--- src/nfm_pkg.sv ---
package nfm_pkg;

   // reported flash subsystem state, one fixed code each
   typedef enum logic [1:0] {
      FL_INIT     = 2'h0,
      FL_DETACHED = 2'h1,
      FL_SLOW     = 2'h2,
      FL_FULL     = 2'h3
   } nfm_flash_e;

   typedef enum logic [3:0] {
      SQ_BOOT     = 4'h0,
      SQ_DET_CMD  = 4'h1,
      SQ_DET_RX   = 4'h2,
      SQ_DETACHED = 4'h3,
      SQ_SLOW     = 4'h4,
      SQ_FULL     = 4'h5,
      SQ_CHK_CMD  = 4'h6,
      SQ_CHK_RX   = 4'h7,
      SQ_RD_CMD   = 4'h8,
      SQ_RD_ADR   = 4'h9,
      SQ_RD_DUM   = 4'hA,
      SQ_RD_DAT   = 4'hB,
      SQ_MAN_TX   = 4'hC,
      SQ_MAN_RX   = 4'hD
   } nfm_seq_e;

   localparam logic [7:0]  OP_READ_ID    = 8'h9F;
   localparam logic [7:0]  OP_READ_SLOW  = 8'h03;
   localparam logic [7:0]  OP_READ_QUAD  = 8'hEB;
   localparam logic [7:0]  XIP_MODE_BYTE = 8'hA0;
   localparam logic [23:0] ID_NONE_HI    = 24'hFFFFFF;
   localparam logic [23:0] ID_NONE_LO    = 24'h000000;
   localparam logic [23:0] BLOB_ADDR     = 24'h000000;
   localparam int          BLOB_BYTES    = 4096;
   localparam logic [5:0]  UNITS_BYTE    = 6'h08;
   localparam logic [5:0]  UNITS_ID      = 6'h18;
   localparam logic [5:0]  UNITS_WORD    = 6'h20;
   localparam logic [5:0]  UNITS_QADR    = 6'h08;
   localparam logic [5:0]  UNITS_QDUMMY  = 6'h04;
   localparam logic [5:0]  UNITS_QBYTE   = 6'h02;
   localparam int          SYS_CLK_MHZ   = 125;
   localparam int          PEAK_MBIT_S   = 288;
   // half sclk periods in system clocks
   localparam logic [3:0]  SLOW_HALF     = 4'h4;
   localparam logic [3:0]  FULL_HALF     = 4'h2;

endpackage

--- src/nfm_flash_master.sv ---
// Behaviour
// - state readable, init right after boot
// - detection ends detached or slow link
// - no flash: pins fixed, data-in hi-z
// - full-speed command checks blob, enters full
// - detach accepted anywhere, stops all traffic
// - detached: manual deselect, send, receive
// - reconnect from detached restores communication
// - bitmap fetch allowed only in full
// - full speed uses four data lines
// - engine reads assets without host relay
`timescale 1ns/100ps
module nfm_flash_master #(
   parameter logic [31:0] BLOB_SIG = 32'h5A5A_A5A5  // arbitrary signature value
) (
   input  wire logic        REF_CLK_I,
   input  wire logic        RST_I,
   input  wire logic        CMD_GO_FULL_SPEED_I,
   input  wire logic        CMD_DISCONNECT_NOR_I,
   input  wire logic        CMD_RECONNECT_NOR_I,
   input  wire logic        CMD_MANUAL_DESELECT_I,
   input  wire logic        CMD_MANUAL_SEND_I,
   input  wire logic [7:0]  MAN_TX_BYTE_I,
   input  wire logic        CMD_MANUAL_RECEIVE_I,
   input  wire logic        CMD_FLUSH_BITMAP_CACHE_I,
   output logic      [1:0]  FLASH_STATE_O,
   output logic             CMD_DONE_O,
   output logic      [7:0]  MAN_RX_BYTE_O,
   output logic             MAN_RX_VALID_O,
   output logic             CACHE_FLUSH_O,
   input  wire logic        RD_REQ_I,
   input  wire logic [23:0] RD_ADDR_I,
   output logic             RD_READY_O,
   output logic      [7:0]  RD_DATA_O,
   output logic             RD_VALID_O,
   output logic             NOR_SCLK_O,
   output logic             NOR_CS_N_O,
   output logic      [3:0]  NOR_IO_O,
   output logic      [3:0]  NOR_IO_OE_O,
   input  wire logic [3:0]  NOR_IO_I
);

   nfm_pkg::nfm_seq_e   seq_ff;
   nfm_pkg::nfm_flash_e fstate_ff;
   logic [3:0]  io_meta_ff;
   logic [3:0]  io_sync_ff;
   logic        nor_data_in_line;
   logic        ld_ff;
   logic [5:0]  ld_units_ff;
   logic        ld_quad_ff;
   logic        ld_rx_ff;
   logic [31:0] ld_data_ff;
   logic        busy_ff;
   logic        done_ff;
   logic        sclk_ff;
   logic [3:0]  half_ff;
   logic [3:0]  half_lim;
   logic [5:0]  units_ff;
   logic        quad_ff;
   logic        rx_ff;
   logic [31:0] sh_ff;
   logic        cs_low_ff;
   logic [23:0] rd_addr_ff;
   logic        abort;

   assign abort = CMD_DISCONNECT_NOR_I;
   assign nor_data_in_line = io_sync_ff[1];

   // pins come from the flash's timing, not ours
   always_ff @(posedge REF_CLK_I) begin
      if (RST_I) begin
         io_meta_ff <= 4'h0;
         io_sync_ff <= 4'h0;
      end else begin
         io_meta_ff <= NOR_IO_I;
         io_sync_ff <= io_meta_ff;
      end
   end

   // bit engine: data changes on falling sclk, flash samples on rising
   assign half_lim = (fstate_ff == nfm_pkg::FL_FULL) ? nfm_pkg::FULL_HALF - 4'h1
                                                     : nfm_pkg::SLOW_HALF - 4'h1;

   always_ff @(posedge REF_CLK_I) begin
      if (RST_I) begin
         busy_ff  <= 1'b0;
         done_ff  <= 1'b0;
         sclk_ff  <= 1'b0;
         half_ff  <= 4'h0;
         units_ff <= 6'h00;
         quad_ff  <= 1'b0;
         rx_ff    <= 1'b0;
         sh_ff    <= 32'h0000_0000;
      end else begin
         done_ff <= 1'b0;
         if (abort) begin
            busy_ff <= 1'b0;
            sclk_ff <= 1'b0;
            quad_ff <= 1'b0;
            rx_ff   <= 1'b0;
         end else if (ld_ff) begin
            busy_ff  <= 1'b1;
            sclk_ff  <= 1'b0;
            half_ff  <= 4'h0;
            units_ff <= ld_units_ff;
            quad_ff  <= ld_quad_ff;
            rx_ff    <= ld_rx_ff;
            sh_ff    <= ld_data_ff;
         end else if (busy_ff) begin
            if (half_ff == half_lim) begin
               half_ff <= 4'h0;
               sclk_ff <= ~sclk_ff;
               if (sclk_ff) begin
                  // synced input still shows this unit: two-clock sync delay is below one unit
                  if (rx_ff && quad_ff) begin
                     sh_ff <= {sh_ff[27:0], io_sync_ff};
                  end else if (rx_ff) begin
                     sh_ff <= {sh_ff[30:0], nor_data_in_line};
                  end else if (quad_ff) begin
                     sh_ff <= {sh_ff[27:0], 4'h0};
                  end else begin
                     sh_ff <= {sh_ff[30:0], 1'b0};
                  end
                  units_ff <= units_ff - 6'h01;
                  if (units_ff == 6'h01) begin
                     busy_ff <= 1'b0;
                     done_ff <= 1'b1;
                     quad_ff <= 1'b0;
                     rx_ff   <= 1'b0;
                  end
               end
            end else begin
               half_ff <= half_ff + 4'h1;
            end
         end
      end
   end

   // sequencer
   always_ff @(posedge REF_CLK_I) begin
      if (RST_I) begin
         seq_ff      <= nfm_pkg::SQ_BOOT;
         fstate_ff   <= nfm_pkg::FL_INIT;
         ld_ff       <= 1'b0;
         ld_units_ff <= 6'h00;
         ld_quad_ff  <= 1'b0;
         ld_rx_ff    <= 1'b0;
         ld_data_ff  <= 32'h0000_0000;
         cs_low_ff   <= 1'b0;
         rd_addr_ff  <= 24'h000000;
      end else begin
         ld_ff      <= 1'b0;
         ld_quad_ff <= 1'b0;
         ld_rx_ff   <= 1'b0;
         if (abort) begin
            seq_ff    <= nfm_pkg::SQ_DETACHED;
            fstate_ff <= nfm_pkg::FL_DETACHED;
            cs_low_ff <= 1'b0;
         end else begin
            unique case (seq_ff)
               nfm_pkg::SQ_BOOT: begin
                  cs_low_ff   <= 1'b1;
                  ld_ff       <= 1'b1;
                  ld_units_ff <= nfm_pkg::UNITS_BYTE;
                  ld_data_ff  <= {nfm_pkg::OP_READ_ID, 24'h000000};
                  seq_ff      <= nfm_pkg::SQ_DET_CMD;
               end
               nfm_pkg::SQ_DET_CMD: if (done_ff) begin
                  ld_ff       <= 1'b1;
                  ld_rx_ff    <= 1'b1;
                  ld_units_ff <= nfm_pkg::UNITS_ID;
                  seq_ff      <= nfm_pkg::SQ_DET_RX;
               end
               nfm_pkg::SQ_DET_RX: if (done_ff) begin
                  cs_low_ff <= 1'b0;
                  if (sh_ff[23:0] == nfm_pkg::ID_NONE_HI ||
                      sh_ff[23:0] == nfm_pkg::ID_NONE_LO) begin
                     seq_ff    <= nfm_pkg::SQ_DETACHED;
                     fstate_ff <= nfm_pkg::FL_DETACHED;
                  end else begin
                     seq_ff    <= nfm_pkg::SQ_SLOW;
                     fstate_ff <= nfm_pkg::FL_SLOW;
                  end
               end
               nfm_pkg::SQ_DETACHED: begin
                  if (CMD_RECONNECT_NOR_I) begin
                     seq_ff    <= nfm_pkg::SQ_BOOT;
                     cs_low_ff <= 1'b0;
                  end else if (CMD_MANUAL_DESELECT_I) begin
                     cs_low_ff <= 1'b0;
                  end else if (CMD_MANUAL_SEND_I) begin
                     cs_low_ff   <= 1'b1;
                     ld_ff       <= 1'b1;
                     ld_units_ff <= nfm_pkg::UNITS_BYTE;
                     ld_data_ff  <= {MAN_TX_BYTE_I, 24'h000000};
                     seq_ff      <= nfm_pkg::SQ_MAN_TX;
                  end else if (CMD_MANUAL_RECEIVE_I) begin
                     cs_low_ff   <= 1'b1;
                     ld_ff       <= 1'b1;
                     ld_rx_ff    <= 1'b1;
                     ld_units_ff <= nfm_pkg::UNITS_BYTE;
                     seq_ff      <= nfm_pkg::SQ_MAN_RX;
                  end
               end
               nfm_pkg::SQ_MAN_TX,
               nfm_pkg::SQ_MAN_RX: if (done_ff) begin
                  seq_ff <= nfm_pkg::SQ_DETACHED;  // chip select stays low for chaining
               end
               nfm_pkg::SQ_SLOW: if (CMD_GO_FULL_SPEED_I) begin
                  cs_low_ff   <= 1'b1;
                  ld_ff       <= 1'b1;
                  ld_units_ff <= nfm_pkg::UNITS_WORD;
                  ld_data_ff  <= {nfm_pkg::OP_READ_SLOW, nfm_pkg::BLOB_ADDR};
                  seq_ff      <= nfm_pkg::SQ_CHK_CMD;
               end
               nfm_pkg::SQ_CHK_CMD: if (done_ff) begin
                  ld_ff       <= 1'b1;
                  ld_rx_ff    <= 1'b1;
                  ld_units_ff <= nfm_pkg::UNITS_WORD;
                  seq_ff      <= nfm_pkg::SQ_CHK_RX;
               end
               nfm_pkg::SQ_CHK_RX: if (done_ff) begin
                  cs_low_ff <= 1'b0;
                  // without a programmed blob the link stays slow
                  if (sh_ff == BLOB_SIG) begin
                     seq_ff    <= nfm_pkg::SQ_FULL;
                     fstate_ff <= nfm_pkg::FL_FULL;
                  end else begin
                     seq_ff <= nfm_pkg::SQ_SLOW;
                  end
               end
               nfm_pkg::SQ_FULL: if (RD_REQ_I) begin
                  cs_low_ff   <= 1'b1;
                  rd_addr_ff  <= RD_ADDR_I;
                  ld_ff       <= 1'b1;
                  ld_units_ff <= nfm_pkg::UNITS_BYTE;
                  ld_data_ff  <= {nfm_pkg::OP_READ_QUAD, 24'h000000};
                  seq_ff      <= nfm_pkg::SQ_RD_CMD;
               end
               nfm_pkg::SQ_RD_CMD: if (done_ff) begin
                  ld_ff       <= 1'b1;
                  ld_quad_ff  <= 1'b1;
                  ld_units_ff <= nfm_pkg::UNITS_QADR;
                  ld_data_ff  <= {rd_addr_ff, nfm_pkg::XIP_MODE_BYTE};
                  seq_ff      <= nfm_pkg::SQ_RD_ADR;
               end
               nfm_pkg::SQ_RD_ADR: if (done_ff) begin
                  ld_ff       <= 1'b1;
                  ld_quad_ff  <= 1'b1;
                  ld_rx_ff    <= 1'b1;
                  ld_units_ff <= nfm_pkg::UNITS_QDUMMY;
                  seq_ff      <= nfm_pkg::SQ_RD_DUM;
               end
               nfm_pkg::SQ_RD_DUM: if (done_ff) begin
                  ld_ff       <= 1'b1;
                  ld_quad_ff  <= 1'b1;
                  ld_rx_ff    <= 1'b1;
                  ld_units_ff <= nfm_pkg::UNITS_QBYTE;
                  seq_ff      <= nfm_pkg::SQ_RD_DAT;
               end
               nfm_pkg::SQ_RD_DAT: if (done_ff) begin
                  cs_low_ff <= 1'b0;
                  seq_ff    <= nfm_pkg::SQ_FULL;
               end
               default: begin
                  seq_ff    <= nfm_pkg::SQ_DETACHED;
                  fstate_ff <= nfm_pkg::FL_DETACHED;
                  cs_low_ff <= 1'b0;
               end
            endcase
         end
      end
   end

   // answers to the command side
   always_ff @(posedge REF_CLK_I) begin
      if (RST_I) begin
         CMD_DONE_O     <= 1'b0;
         MAN_RX_BYTE_O  <= 8'h00;
         MAN_RX_VALID_O <= 1'b0;
         RD_DATA_O      <= 8'h00;
         RD_VALID_O     <= 1'b0;
         CACHE_FLUSH_O  <= 1'b0;
      end else begin
         CACHE_FLUSH_O  <= CMD_FLUSH_BITMAP_CACHE_I;
         MAN_RX_VALID_O <= 1'b0;
         RD_VALID_O     <= 1'b0;
         CMD_DONE_O     <= abort;
         if (!abort && done_ff) begin
            if (seq_ff == nfm_pkg::SQ_MAN_RX) begin
               MAN_RX_BYTE_O  <= sh_ff[7:0];
               MAN_RX_VALID_O <= 1'b1;
            end
            if (seq_ff == nfm_pkg::SQ_RD_DAT) begin
               RD_DATA_O  <= sh_ff[7:0];
               RD_VALID_O <= 1'b1;
            end
            if (seq_ff == nfm_pkg::SQ_MAN_RX || seq_ff == nfm_pkg::SQ_MAN_TX ||
                seq_ff == nfm_pkg::SQ_DET_RX || seq_ff == nfm_pkg::SQ_CHK_RX) begin
               CMD_DONE_O <= 1'b1;
            end
         end
      end
   end

   assign FLASH_STATE_O = fstate_ff;
   assign RD_READY_O    = (seq_ff == nfm_pkg::SQ_FULL) && !abort;
   assign NOR_SCLK_O    = sclk_ff;
   assign NOR_CS_N_O    = ~cs_low_ff;

   // single mode keeps write-protect and hold high; data-in line never driven
   always_comb begin
      if (quad_ff && rx_ff) begin
         NOR_IO_O    = 4'h0;
         NOR_IO_OE_O = 4'h0;
      end else if (quad_ff) begin
         NOR_IO_O    = sh_ff[31:28];
         NOR_IO_OE_O = 4'hF;
      end else begin
         NOR_IO_O    = {2'b11, 1'b0, sh_ff[31] & busy_ff & ~rx_ff};
         NOR_IO_OE_O = 4'hD;
      end
   end

endmodule

--- config.mk ---
export PLATFORM = sky130hd
export DESIGN_NAME = nfm_flash_master
export DESIGN_NICKNAME = d
export VERILOG_FILES = /design/src/nfm_pkg.sv /design/src/nfm_flash_master.sv
export SDC_FILE = /design/constraint.sdc
export NUM_CORES = 1
export LEC_CHECK = 0
export BUFFER_PORTS_ARGS = -buffer_cell sky130_fd_sc_hd__buf_2
export CORE_UTILIZATION = 52
export DETAILED_ROUTE_END_ITERATION = 16
export PLACE_DENSITY = 0.81
export SLEW_MARGIN = 20
export SYNTH_ARGS = -nofsm -noshare
export SYNTH_HDL_FRONTEND = slang
export SYNTH_SLANG_ARGS = --single-unit
--- constraint.sdc ---
create_clock -name REF_CLK_I -period 5.5 [get_ports REF_CLK_I]
set_clock_uncertainty 0.1 [all_clocks]
set_input_delay 1.65 -clock REF_CLK_I [delete_from_list [all_inputs] [get_ports REF_CLK_I]]
set_output_delay 1.65 -clock REF_CLK_I [all_outputs]
set_load 0.005 [all_outputs]
# After elaboration in Yosys (flattened, before gate mapping)

Index checks and enable logic that the tools add are counted.

Output and inout bits: 33
Logic and storage cells: 235
Register bits: 147

Equality and inequality tests: 53
$add $sub $neg: 2
Reductions and logical operators: 42
Bitwise logic cells: 12
Multiplexer cells: 99

Operators with widths:

| kind                                             | count |
|---|---|
| 2-to-1 mux 32 bit                                | 13 |
| one-hot mux 32 bit (5 select lines)              | 1 |
| 2-to-1 mux 6 bit                                 | 15 |
| 2-to-1 mux 4 bit                                 | 21 |
| one-hot mux 6 bit (9 select lines)               | 1 |
| one-hot mux 4 bit (13 select lines)              | 1 |
| != test 3 bit (second input constant)            | 14 |
| 2-to-1 mux 1 bit                                 | 35 |
| == test 32 x 31 -> 1 bit (second input constant) | 1 |
| != test 2 bit (second input constant)            | 15 |
| AND reduction 13 bit                             | 2 |
| == test 24 bit (second input constant)           | 1 |
| == test 4 bit (second input constant)            | 6 |
| logical NOT 24 bit                               | 1 |
| == test 4 x 3 -> 1 bit (second input constant)   | 4 |
| AND reduction 4 bit                              | 4 |
| 2-to-1 mux 2 bit                                 | 7 |
| AND reduction 12 bit                             | 1 |
| OR reduction 12 bit                              | 1 |
| OR reduction 3 bit                               | 4 |
| != test 5 bit (second input constant)            | 2 |
| NOT 1 bit                                        | 10 |
| nonzero test 9 bit                               | 1 |
| == test 4 x 2 -> 1 bit (second input constant)   | 2 |
| other kinds (29)                                 | 45 |

# Logic depth before layout (Yosys ltp)

Gate-level depths: netlist (run 1).

Depth after elaboration: 7
Mapped depth: 8
Gate-level depth less buffers: 6

# Least setup slack after synthesis (run 1)

OpenSTA, ideal clock, no wires.

Kind: input -> output
Start point: in CMD_DISCONNECT_NOR_I
End point: out RD_READY_O
Stages on the path: 2
Required time: 3.750 ns
Arrival time: 2.102 ns
Setup slack: 1.648 ns
Path through: buf_2 -> nor4_2

Word-level cells in the longest chain between the ends: 2

Ends and longest elaborated chain:

| what               | line                    | source |
|---|---|---|
| start: declaration | nfm_flash_master.sv:19  | `input wire logic CMD_DISCONNECT_NOR_I,` |
| logical NOT 1 bit  | nfm_flash_master.sv:307 | `assign RD_READY_O = (seq_ff == nfm_pkg::SQ_FULL) && !abort;` |
| logical AND 1 bit  | nfm_flash_master.sv:307 |  |
| end: declaration   | nfm_flash_master.sv:33  | `output logic RD_READY_O,` |

Every way passes these cells.

# Worst setup path after layout (run 1)

Same ends and word-level chain as after synthesis.

==> results.md, run 1 <==
* Status: finished clean
* Vias per cell at 5.69
* H-tree levels at 4
* Die height at 116 um
* Post-CTS Setup Bufs at 0
* GRT Resource Usage Total at 25.2%
* Final ANT Viol Nets at 0
* Share of flip-flops with an asynchronous set or reset at 0%
* Row count at 41
* Pins Over Slew Limit at 0
* CTS Buf Count at 17
* # DRC at 0
* Post-synth EDFFs at 0
* Final HPWL from detailed placement at 10.3 mm
* Worst slew margin at 29.4%
* Largest area contributor in the netlist: dfxtp_1
* CP Launch Type: input pin
* Synth area leaders: dfxtp_1 41%, nand2_1 10%, a21oi_1 8.2%
* Delay-heaviest family, CP: buffers and inverters
* Area of the multi-input gates at 3560 um^2
* Final Cycle Share at 74.3%
* IO Pins at 79
* Number of global-route vias before repair at 5322
* Worst-path fanout max at 11
* Sequential-to-total area share from yosys stat at 41.5%
* Worst reg2reg path endpoint: ld_data_ff[30]
* Commonest cells in the netlist: 181 x nand2_1, 139 x dfxtp_1, 110 x a21oi_1
* Storage cell area at 2790 um^2
* Hold Crit Class: flop to flop
* R2R setup slack at 2.63 ns
* Total die area at 13400 um^2
* Reg2reg path depth at 6
* PwrDens at 329 nW/um^2
* Crit path arrival time at 2.34 ns
* Root Buffer: clkbuf_16
* GR Overflow Total at 0
* Critical Path End: RD_READY_O
* Post-Synthesis Cell Area at 6710 um^2
* Kind of end point of the critical path: primary output
* Post_cts resized at 0
* Leakage at 0.00269 uW
* Worst path depth at 3
* Starting Density at 53.2%
* Avg WL per Cell at 15.0 um
* GP Congestion at 0.931
* Input/output buffers at 78
* Tmin final at 4.09 ns
* Fillcell total at 1178
* Placed insts at 1048
* Buf/Inv on CP at 2
* First-pass GRT wire length at 26.3 mm
* CTS tree: built
* Most used cell, CP: buf_2
* Ys flop type: dfxtp_1
* Routed via count at 6141
* Mean post-synth cell area at 7.82 um^2
* Drt first-iter violations at 589
* Max frequency at 245 MHz
* Endpoints failing setup at 0
* RSZ-0062 raised after global routing: no
* Initial antenna violation count at 0
* Synth Warn # at 0
* Final wirelength at 16.2 mm
* Synth top area share at 41.5%
* Synth cell types at 66
* Worst-Skew Late Latency at 0.42 ns
* Post-Layout Cell Count at 1080
* Core Region at 12600 um^2
* Syn_nets at 907
* Final nets at 944
* Number of hold violations in the final report at 0
* Data required time at the worst endpoint at 3.75 ns
* Hold Buf Count CTS at 0
* Post-Syn Instances at 858
* Beginning of the critical path: CMD_DISCONNECT_NOR_I
* Chip Width at 116 um
* Hold path depth at 2
* Count leader, synth: nand2_1
* TNS Setup at 0 ns
* N_diodes at 0
* Clock-pin slew on the worst setup and hold paths at 0.06 ns
* Maxcap violations at 0
* Max incr delay on CP at 0.32 ns
* Max Buffers Root-to-Sink at 2
* Peak VDD IR at 0.235 mV
* Clock Sinks at 139
* RR Startpoint: seq_ff[1]
* Share of post-route cells with drive strength above 1 at 16.0%
* Slowest CP cell: nor4_2
* CP cell instances: buf_2 -> nor4_2 -> buf_2
* First-pass DRT Iterations at 5
* Least-Margin Pin Slew at 1.06 ns
* FF+latch count, synth at 139
* Layout area overhead at 14.0%
* Largest net degree at the start of global routing at 73
* WS Path Type: input pin to primary output
[cells by family after synthesis]
logic type      count (synthesis)  share of synthesized area, %
simple gates                  371                          26.1
compound gates                215                          19.1
flops                         139                          41.5
buf+inv                        82                          5.65
mux                            45                          6.77
xor+xnor                        3                         0.392
fa+ha+maj                       3                         0.559
[worst min-delay path: stages (launching register included)]
cell,delay (ns)
dfxtp_1,0.29
nand2_1,0.05
a21oi_1,0.05
[cell type report]
cell class / instances / area share (%)
Clock inverter: 13 / 1.83
Sequential cell: 139 / 36.4
Tap cell: 172 / 2.81
Timing Repair Buffer: 84 / 5.72
Multi-Input combinational cell: 637 / 46.5
Clock buffer: 19 / 5.92
Inverter: 16 / 0.785
[registers in the layout (all words and copies together), names as in the netlist, 2 cells and up]
signal / flops
sh_ff: 32
ld_data_ff: 25
seq_ff: 4
MAN_RX_BYTE_O: 8
FLASH_STATE_O: 2
io_meta_ff: 4
rd_addr_ff: 24
half_ff: 4
RD_DATA_O: 8
io_sync_ff: 4
units_ff: 6
ld_units_ff: 5
[how the worst min path moves through the flow]
stage / from / to / slack [ns]
final: ld_quad_ff / quad_ff / 0.33
after global routing: ld_quad_ff / quad_ff / 0.35
after CTS: ld_quad_ff / quad_ff / 0.34
after detailed placement: ld_quad_ff / quad_ff / 0.33
after global placement: ld_quad_ff / quad_ff / 0.32
after floorplan: io_meta_ff[0] / io_sync_ff[0] / 0.31
[layout by cell type, fill, tap and decap left out, types with 4 or more instances in the layout]
cell type | netlist | final
and2_1 | 4 | 5
o31ai_1 | 8 | 8
or2_2 | 5 | 5
nand2_1 | 181 | 181
clkbuf_16 | 0 | 17
mux2i_1 | 42 | 42
nor4_1 | 10 | 10
a221oi_1 | 4 | 4
a21oi_1 | 110 | 110
clkinv_2 | 0 | 4
a211oi_1 | 8 | 8
dfxtp_1 | 139 | 137
a22oi_1 | 4 | 4
buf_4 | 5 | 7
buf_2 | 18 | 77
nand2b_1 | 13 | 13
nand3_1 | 34 | 34
nor3_1 | 15 | 15
o21ai_0 | 49 | 49
nor2b_1 | 14 | 14
nand4_1 | 15 | 15
nor2_1 | 54 | 54
inv_1 | 16 | 16
[per-layer routing]
layer  GRT usage (%)  vias up  part of all wire (%)
met4            11.1        0                   1.8
met1            36.0     2815                    47
met5               0        -                     0
li1                -     3060                     -
met3            4.92       28                   6.2
met2            36.6      238                    45
[where the power goes]
group / internal (uW) / switching, uW
combinational: 106 / 211
sequential: 1030 / 23.6
clock: 694 / 446
total: 1830 / 680
[per-stage QoR]
stage / utilization, % / setup slack, ns / total power (uW) / cell area (um^2) / hold WS, ns
floorplan: - / 1.65 / 1320 / 6710 / 0.314
global placement: 55.9 / 1.42 / 1380 / 7050 / 0.325
detailed placement: 55.9 / 1.41 / 1390 / 7050 / 0.329
CTS: 60.6 / 1.40 / 2530 / 7640 / 0.337
global route: 60.6 / 1.38 / 2620 / 7650 / 0.351
finish: 60.6 / 1.41 / 2510 / 7650 / 0.334
(Power assumes the default switching activity.)
==> run 2: changes to the inputs <==
--- a/config.mk
+++ b/config.mk
@@ -8,7 +8,7 @@
 export BUFFER_PORTS_ARGS = -buffer_cell sky130_fd_sc_hd__buf_2
 export CORE_UTILIZATION = 52
 export DETAILED_ROUTE_END_ITERATION = 16
-export PLACE_DENSITY = 0.81
+export PLACE_DENSITY = 0.84
 export SLEW_MARGIN = 20
 export SYNTH_ARGS = -nofsm -noshare
 export SYNTH_HDL_FRONTEND = slang
==> constraint.sdc (replaced) <==
create_clock -name REF_CLK_I -period 3.3 [get_ports REF_CLK_I]
set_clock_uncertainty 0.1 [all_clocks]
set_input_delay 0.99 -clock REF_CLK_I [delete_from_list [all_inputs] [get_ports REF_CLK_I]]
set_output_delay 0.99 -clock REF_CLK_I [all_outputs]
set_load 0.005 [all_outputs]
==> run 2 against run 1 <==
Worst hold slack improved by 0.010 ns. Critical path depth unchanged. Clock-buffer cell count unchanged. Worst setup slack got worse by 0.90 ns. Design area increased by 1.2%. Die area unchanged. Register-to-register slack got worse by 1.8 ns. Final cell count increased by 1.0%. Routed wire length increased by 2.1%. Non-clock buffer count increased by 11. Critical endpoint unchanged. Highest routed layer unchanged.
==> results.md, run 2 (synthesis gave the netlist of run 1 again) <==
* Crit path arrival time at 1.69 ns (was 2.34 ns)
* Final nets at 955 (was 944)
* Least-Margin Pin Slew at 0.842 ns (was 1.06 ns)
* H-tree levels at 4 (unchanged)
* RSZ-0062 raised after global routing: no (unchanged)
* Clock power share at 45.2% (was 45.3%)
* Die height at 116 um (unchanged)
* Post-CTS Setup Bufs at 0 (unchanged)
* Share of post-route cells with drive strength above 1 at 17.0% (was 16.0%)
* Endpoints failing setup at 0 (unchanged)
* Reg2reg path depth at 5 (was 6)
* Clock Sinks at 139 (unchanged)
* Most frequent cells in the layout: 181 x nand2_1, 137 x dfxtp_1, 110 x a21oi_1 (unchanged)
* Number of global-route vias before repair at 5686 (was 5322)
* Vias per cell at 5.75 (was 5.69)
* Pins Over Slew Limit at 0 (unchanged)
* Final Instance Area at 7740 um^2 (was 7650 um^2)
* Status: finished clean (unchanged)
* Chip Width at 116 um (unchanged)
* Most used cell, CP: buf_2 (unchanged)
* Final core utilization at 61.3% (was 60.6%)
* TNS Setup at 0 ns (unchanged)
* Tmin final at 2.78 ns
* PwrDens at 546 nW/um^2 (was 329 nW/um^2)
* Layout area overhead at 15.3% (was 14.0%)
* Starting Density at 53.2% (unchanged)
* Sw Share at 27.4% (was 27.1%)
* Worst-path fanout max at 11 (unchanged)
* Final HPWL from detailed placement at 10.8 mm (was 10.3 mm)
* GP Congestion at 0.936 (was 0.931)
* Routed via count at 6271 (was 6141)
* N_diodes at 0 (unchanged)
* Top reg by flops: sh_ff (unchanged)
* Max frequency at 359 MHz
* Avg WL per Cell at 15.1 um (was 15.0 um)
* Worst-Skew Late Latency at 0.42 ns (about the same)
* Sequential Power Share at 41.5% (was 42.1%)
* Beginning of the critical path: CMD_DISCONNECT_NOR_I (unchanged)
* Final wirelength at 16.5 mm (was 16.2 mm)
* CP Launch Type: input pin (unchanged)
* Slowest CP cell: nor4_2 (unchanged)
* Hold Crit Class: flop to flop (unchanged)
* Combinational share of power at 13.3% (was 12.6%)
* # DRC at 0 (unchanged)
* Final Cycle Share at 84.3%
* GRT Resource Usage Total at 25.7% (was 25.2%)
* Worst reg2reg path endpoint: ld_data_ff[28] (was ld_data_ff[30])
* Peak VDD IR at 0.438 mV (was 0.235 mV)
* Final ANT Viol Nets at 0 (unchanged)
* Fillcell total at 1137 (was 1178)
* Row count at 41 (unchanged)
* R2R setup slack at 0.84 ns (was 2.63 ns)
* Kind of end point of the critical path: primary output (unchanged)
* Internal power at 3070 uW (was 1830 uW)
* Max Buffers Root-to-Sink at 2 (unchanged)
* Clock-pin slew on the worst setup and hold paths at 0.06 ns (about the same)
* First-pass DRT Iterations at 5 (unchanged)
* Max reg flops at 32 (unchanged)
* Worst slew margin at 43.9% (was 29.4%)
* CP cell instances: buf_2 -> nor4_2 -> buf_2 (unchanged)
* Total die area at 13400 um^2 (unchanged)
* DP Area at 7150 um^2 (was 7050 um^2)
* First-pass GRT wire length at 27.0 mm (was 26.3 mm)
* Maxcap violations at 0 (unchanged)
* GR Overflow Total at 0 (unchanged)
* Most common cell after layout, fill and taps aside: nand2_1 (unchanged)
* Core Region at 12600 um^2 (unchanged)
* CTS Buf Count at 17 (unchanged)
* RR Startpoint: seq_ff[3] (was seq_ff[1])
* Switching power at 1160 uW (was 680 uW)
* CTS tree: built (unchanged)
* Hold Buf Count CTS at 0 (unchanged)
* Critical Path End: RD_READY_O (unchanged)
* Largest net degree at the start of global routing at 84 (was 73)
* Input/output buffers at 78 (unchanged)
* IO Pins at 79 (unchanged)
* Initial antenna violation count at 0 (unchanged)
* WS Path Type: input pin to primary output (unchanged)
* Root Buffer: clkbuf_16 (unchanged)
* Data required time at the worst endpoint at 2.21 ns (was 3.75 ns)
* Max incr delay on CP at 0.34 ns (was 0.32 ns)
* Leakage at 0.00274 uW (was 0.00269 uW)
* Biggest regs: sh_ff (32), ld_data_ff (25), rd_addr_ff (24) (unchanged)
* Post_cts resized at 0 (unchanged)
* Number of hold violations in the final report at 0 (unchanged)
* Drt first-iter violations at 574 (was 589)
==> run 2: cell count changes in the layout (fill, tap and decap cells not counted), sizes merged <==
cell / change
buf: +11
clkinvlp: +2
clkinv: -2
==> run 2: metal layers <==
| metal | GRT usage [%] | wire length (um) | vias to the layer above |
|---|---|---|---|
| met1 | 34.4 | 7730 | 2885 |
| met3 | 5.28 | 1100 | 28 |
| met4 | 10.9 | 321 | 0 |
| met2 | 40.3 | 7370 | 265 |
| met5 | 0 | 0 | - |
| li1 | - | - | 3093 |
==> run 2: final cells by class <==
type | count | area, um^2 | share of cell area, %
clock inverters | 13 | 141 | 1.83
well taps | 172 | 215 | 2.78
flip-flops and latches | 139 | 2790 | 36.0
clock buffers | 19 | 453 | 5.85
multi-input cells | 637 | 3550 | 45.9
inverters | 16 | 60.1 | 0.776
repair buffers | 95 | 533 | 6.89
==> run 2: worst min-delay path by stage <==
stage	start	to	slack (ns)	depth (start not counted)
finish	ld_quad_ff	quad_ff	0.34	2
floorplan	io_meta_ff[0]	io_sync_ff[0]	0.31	1
global route	ld_quad_ff	quad_ff	0.35	2
global placement	ld_quad_ff	quad_ff	0.33	2
CTS	ld_quad_ff	quad_ff	0.34	2
detailed placement	io_meta_ff[1]	io_sync_ff[1]	0.33	1
==> run 2: power by group through the flow <==
stage                     Clock (uW)  Sequential (uW)  Combinational [uW]
after floorplan                    0             1780                 423
after global placement             0             1790                 536
after detailed placement           0             1790                 540
after CTS                       1930             1750                 547
after global routing            2000             1760                 611
final                           1910             1760                 561
==> run 2: per-stage QoR <==
stage | worst slack, ns | hold slack (ns) | total power, uW | std cells
4_1_cts | 0.519 | 0.340 | 4230 | 1091
2_1_floorplan | 0.768 | 0.314 | 2210 | 858
6_report | 0.517 | 0.345 | 4230 | 1091
5_1_grt | 0.468 | 0.349 | 4370 | 1091
3_3_place_gp | 0.551 | 0.334 | 2330 | 1059
3_5_place_dp | 0.520 | 0.328 | 2330 | 1059
==> run 2: critical path, delay by kind of cell <==
kind	cells	cell delay (ns)
buf+inv	2	0.36
simple gates	1	0.34
==> run 3: changes to the inputs <==
--- a/config.mk
+++ b/config.mk
@@ -8,7 +8,7 @@
 export BUFFER_PORTS_ARGS = -buffer_cell sky130_fd_sc_hd__buf_2
 export CORE_UTILIZATION = 52
 export DETAILED_ROUTE_END_ITERATION = 16
-export PLACE_DENSITY = 0.84
+export PLACE_DENSITY = 0.81
 export SLEW_MARGIN = 20
 export SYNTH_ARGS = -nofsm -noshare
 export SYNTH_HDL_FRONTEND = slang
==> constraint.sdc (replaced) <==
create_clock -name REF_CLK_I -period 2.8 [get_ports REF_CLK_I]
set_clock_uncertainty 0.1 [all_clocks]
set_input_delay 0.84 -clock REF_CLK_I [delete_from_list [all_inputs] [get_ports REF_CLK_I]]
set_output_delay 0.84 -clock REF_CLK_I [all_outputs]
set_load 0.005 [all_outputs]
==> run 3 against run 2 <==
Clock power is 26% higher. Sequential power is 19% higher. Design area is 1.4% higher. Core utilization is 0.88 points higher. Sequential share of layout area is 0.49 points lower. Via count is 0.48% lower. Clock-buffer cell count stayed put. Die area stayed put. Worst setup slack worse by 0.30 ns. Critical path type is now flop to primary output. Largest power group unchanged.
==> results.md, run 3 (synthesis gave the netlist of run 1 again) <==
* IO Pins at 79 (unchanged)
* GR Overflow Total at 0 (unchanged)
* WS Path Type: flop to primary output (was input pin to primary output)
* Final nets at 961 (was 955)
* Biggest regs: sh_ff (32), ld_data_ff (25), rd_addr_ff (24) (unchanged)
* Pins Over Slew Limit at 0 (unchanged)
* Final core utilization at 62.2% (was 61.3%)
* Top reg by flops: sh_ff (unchanged)
* H-tree levels at 4 (unchanged)
* N_diodes at 0 (unchanged)
* GRT Resource Usage Total at 25.8% (was 25.7%)
* Final Cycle Share at 92.2%
* TNS Setup at 0 ns (unchanged)
* Clock-pin slew on the worst setup and hold paths at 0.06 ns (about the same)
* PwrDens at 654 nW/um^2 (was 546 nW/um^2)
* Row count at 41 (unchanged)
* Data required time at the worst endpoint at 1.86 ns (was 2.21 ns)
* Routed via count at 6241 (was 6271)
* Most frequent cells in the layout: 181 x nand2_1, 136 x dfxtp_1, 110 x a21oi_1 (was 181 x nand2_1, 137 x dfxtp_1, 110 x a21oi_1)
* Min-delay src: io_meta_ff[0] (was ld_quad_ff)
* Post-CTS Setup Bufs at 0 (unchanged)
* Vias per cell at 5.69 (was 5.75)
* Reg2reg path depth at 6 (was 5)
* Total die area at 13400 um^2 (unchanged)
* Peak VDD IR at 0.500 mV (was 0.438 mV)
* CTS tree: built (unchanged)
* Hold Crit Class: flop to flop (unchanged)
* Drt first-iter violations at 639 (was 574)
* Hold Buf Count CTS at 0 (unchanged)
* Status: finished clean (unchanged)
* Most common cell after layout, fill and taps aside: nand2_1 (unchanged)
* Endpoints failing setup at 0 (unchanged)
* Total chip power at 5130 uW (was 4230 uW)
* Share of post-route cells with drive strength above 1 at 17.5% (was 17.0%)
* Final ANT Viol Nets at 0 (unchanged)
* Chip Width at 116 um (unchanged)
* Worst slew margin at 32.5% (was 43.9%)
* Post_cts resized at 0 (unchanged)
* Max Buffers Root-to-Sink at 2 (unchanged)
* Max frequency at 387 MHz
* CP Launch Type: flop (was input pin)
* Final HPWL from detailed placement at 11.2 mm (was 10.8 mm)
* Die height at 116 um (unchanged)
* CTS Buf Count at 17 (unchanged)
* RR Startpoint: seq_ff[3] (unchanged)
* Number of global-route vias before repair at 5499 (was 5686)
* Hold slack at 0.335 ns (was 0.345 ns)
* Leakage at 0.00280 uW (was 0.00274 uW)
* Worst-Skew Late Latency at 0.42 ns (about the same)
* Max reg flops at 32 (unchanged)
* Initial antenna violation count at 0 (unchanged)
* Worst-path fanout max at 13 (was 11)
* Final wirelength at 16.6 mm (was 16.5 mm)
* Input/output buffers at 78 (unchanged)
* Clock Sinks at 139 (unchanged)
* RSZ-0062 raised after global routing: no (unchanged)
* Crit path arrival time at 1.64 ns (was 1.69 ns)
* Kind of end point of the critical path: primary output (unchanged)
* Largest net degree at the start of global routing at 76 (was 84)
* # DRC at 0 (unchanged)
* Root Buffer: clkbuf_16 (unchanged)
* Avg WL per Cell at 15.1 um (about the same)
* Core Region at 12600 um^2 (unchanged)
* Layout area overhead at 17.0% (was 15.3%)
* Starting Density at 53.2% (unchanged)
* First-pass GRT wire length at 27.0 mm (about the same)
* First-pass DRT Iterations at 5 (unchanged)
* Fillcell total at 1143 (was 1137)
* Hold path depth at 1 (was 2)
* Least-Margin Pin Slew at 1.01 ns (was 0.842 ns)
* Tmin final at 2.58 ns
* Number of hold violations in the final report at 0 (unchanged)
* Hold endpoint: io_sync_ff[0] (was quad_ff)
* Maxcap violations at 0 (unchanged)
* R2R setup slack at 0.46 ns (was 0.84 ns)
* GP Congestion at 0.923 (was 0.936)
* Worst reg2reg path endpoint: ld_data_ff[20] (was ld_data_ff[28])
run 3: layout make-up:
| type | count | area (um^2) | share of cell area (%) |
|---|---|---|---|
| clock buffer | 19 | 443 | 5.64 |
| inverter | 16 | 60.1 | 0.765 |
| sequential | 139 | 2790 | 35.5 |
| timing repair buffer | 101 | 603 | 7.68 |
| tap | 172 | 215 | 2.74 |
| multi-input combinational | 637 | 3550 | 45.2 |
| clock inverter | 13 | 191 | 2.44 |
run 3: layer usage:
metal,part of all wire (%),wire (um),global-route usage (%)
met4,2.0,328,9.96
met5,0,0,0
met3,7.2,1190,4.86
met2,45,7440,39.5
met1,46,7640,35.8
run 3: how the worst max path moves through the flow:
stage	from	to	slack [ns]	cells past startpoint
final	seq_ff[3]	RD_READY_O	0.22	3
after global routing	seq_ff[0]	RD_READY_O	0.09	3
after CTS	seq_ff[2]	RD_READY_O	0.12	3
after detailed placement	CMD_DISCONNECT_NOR_I	RD_READY_O	0.33	3
after global placement	CMD_DISCONNECT_NOR_I	RD_READY_O	0.34	3
after floorplan	CMD_DISCONNECT_NOR_I	RD_READY_O	0.57	2
run 3: where the power goes:
part	leakage (uW)	internal, uW	total, uW	switching [uW]
Combinational	0.00137	230	640	410
Clock	0.000300	1520	2400	881
Sequential	0.00113	2030	2090	59.2
run 3: stage by stage:
stage,area (um^2),cells,worst slack [ns]
6_report,7850,1097,0.219
5_1_grt,7850,1097,0.0948
4_1_cts,7850,1097,0.122
3_5_place_dp,7220,1065,0.332
3_3_place_gp,7220,1065,0.339
2_1_floorplan,6710,858,0.568
run 3: worst max-delay path, stage by stage (launching register included):
cell and delay, ns:
dfxtp_1 0.46, buf_4 0.24, nor4_2 0.34, buf_2 0.18
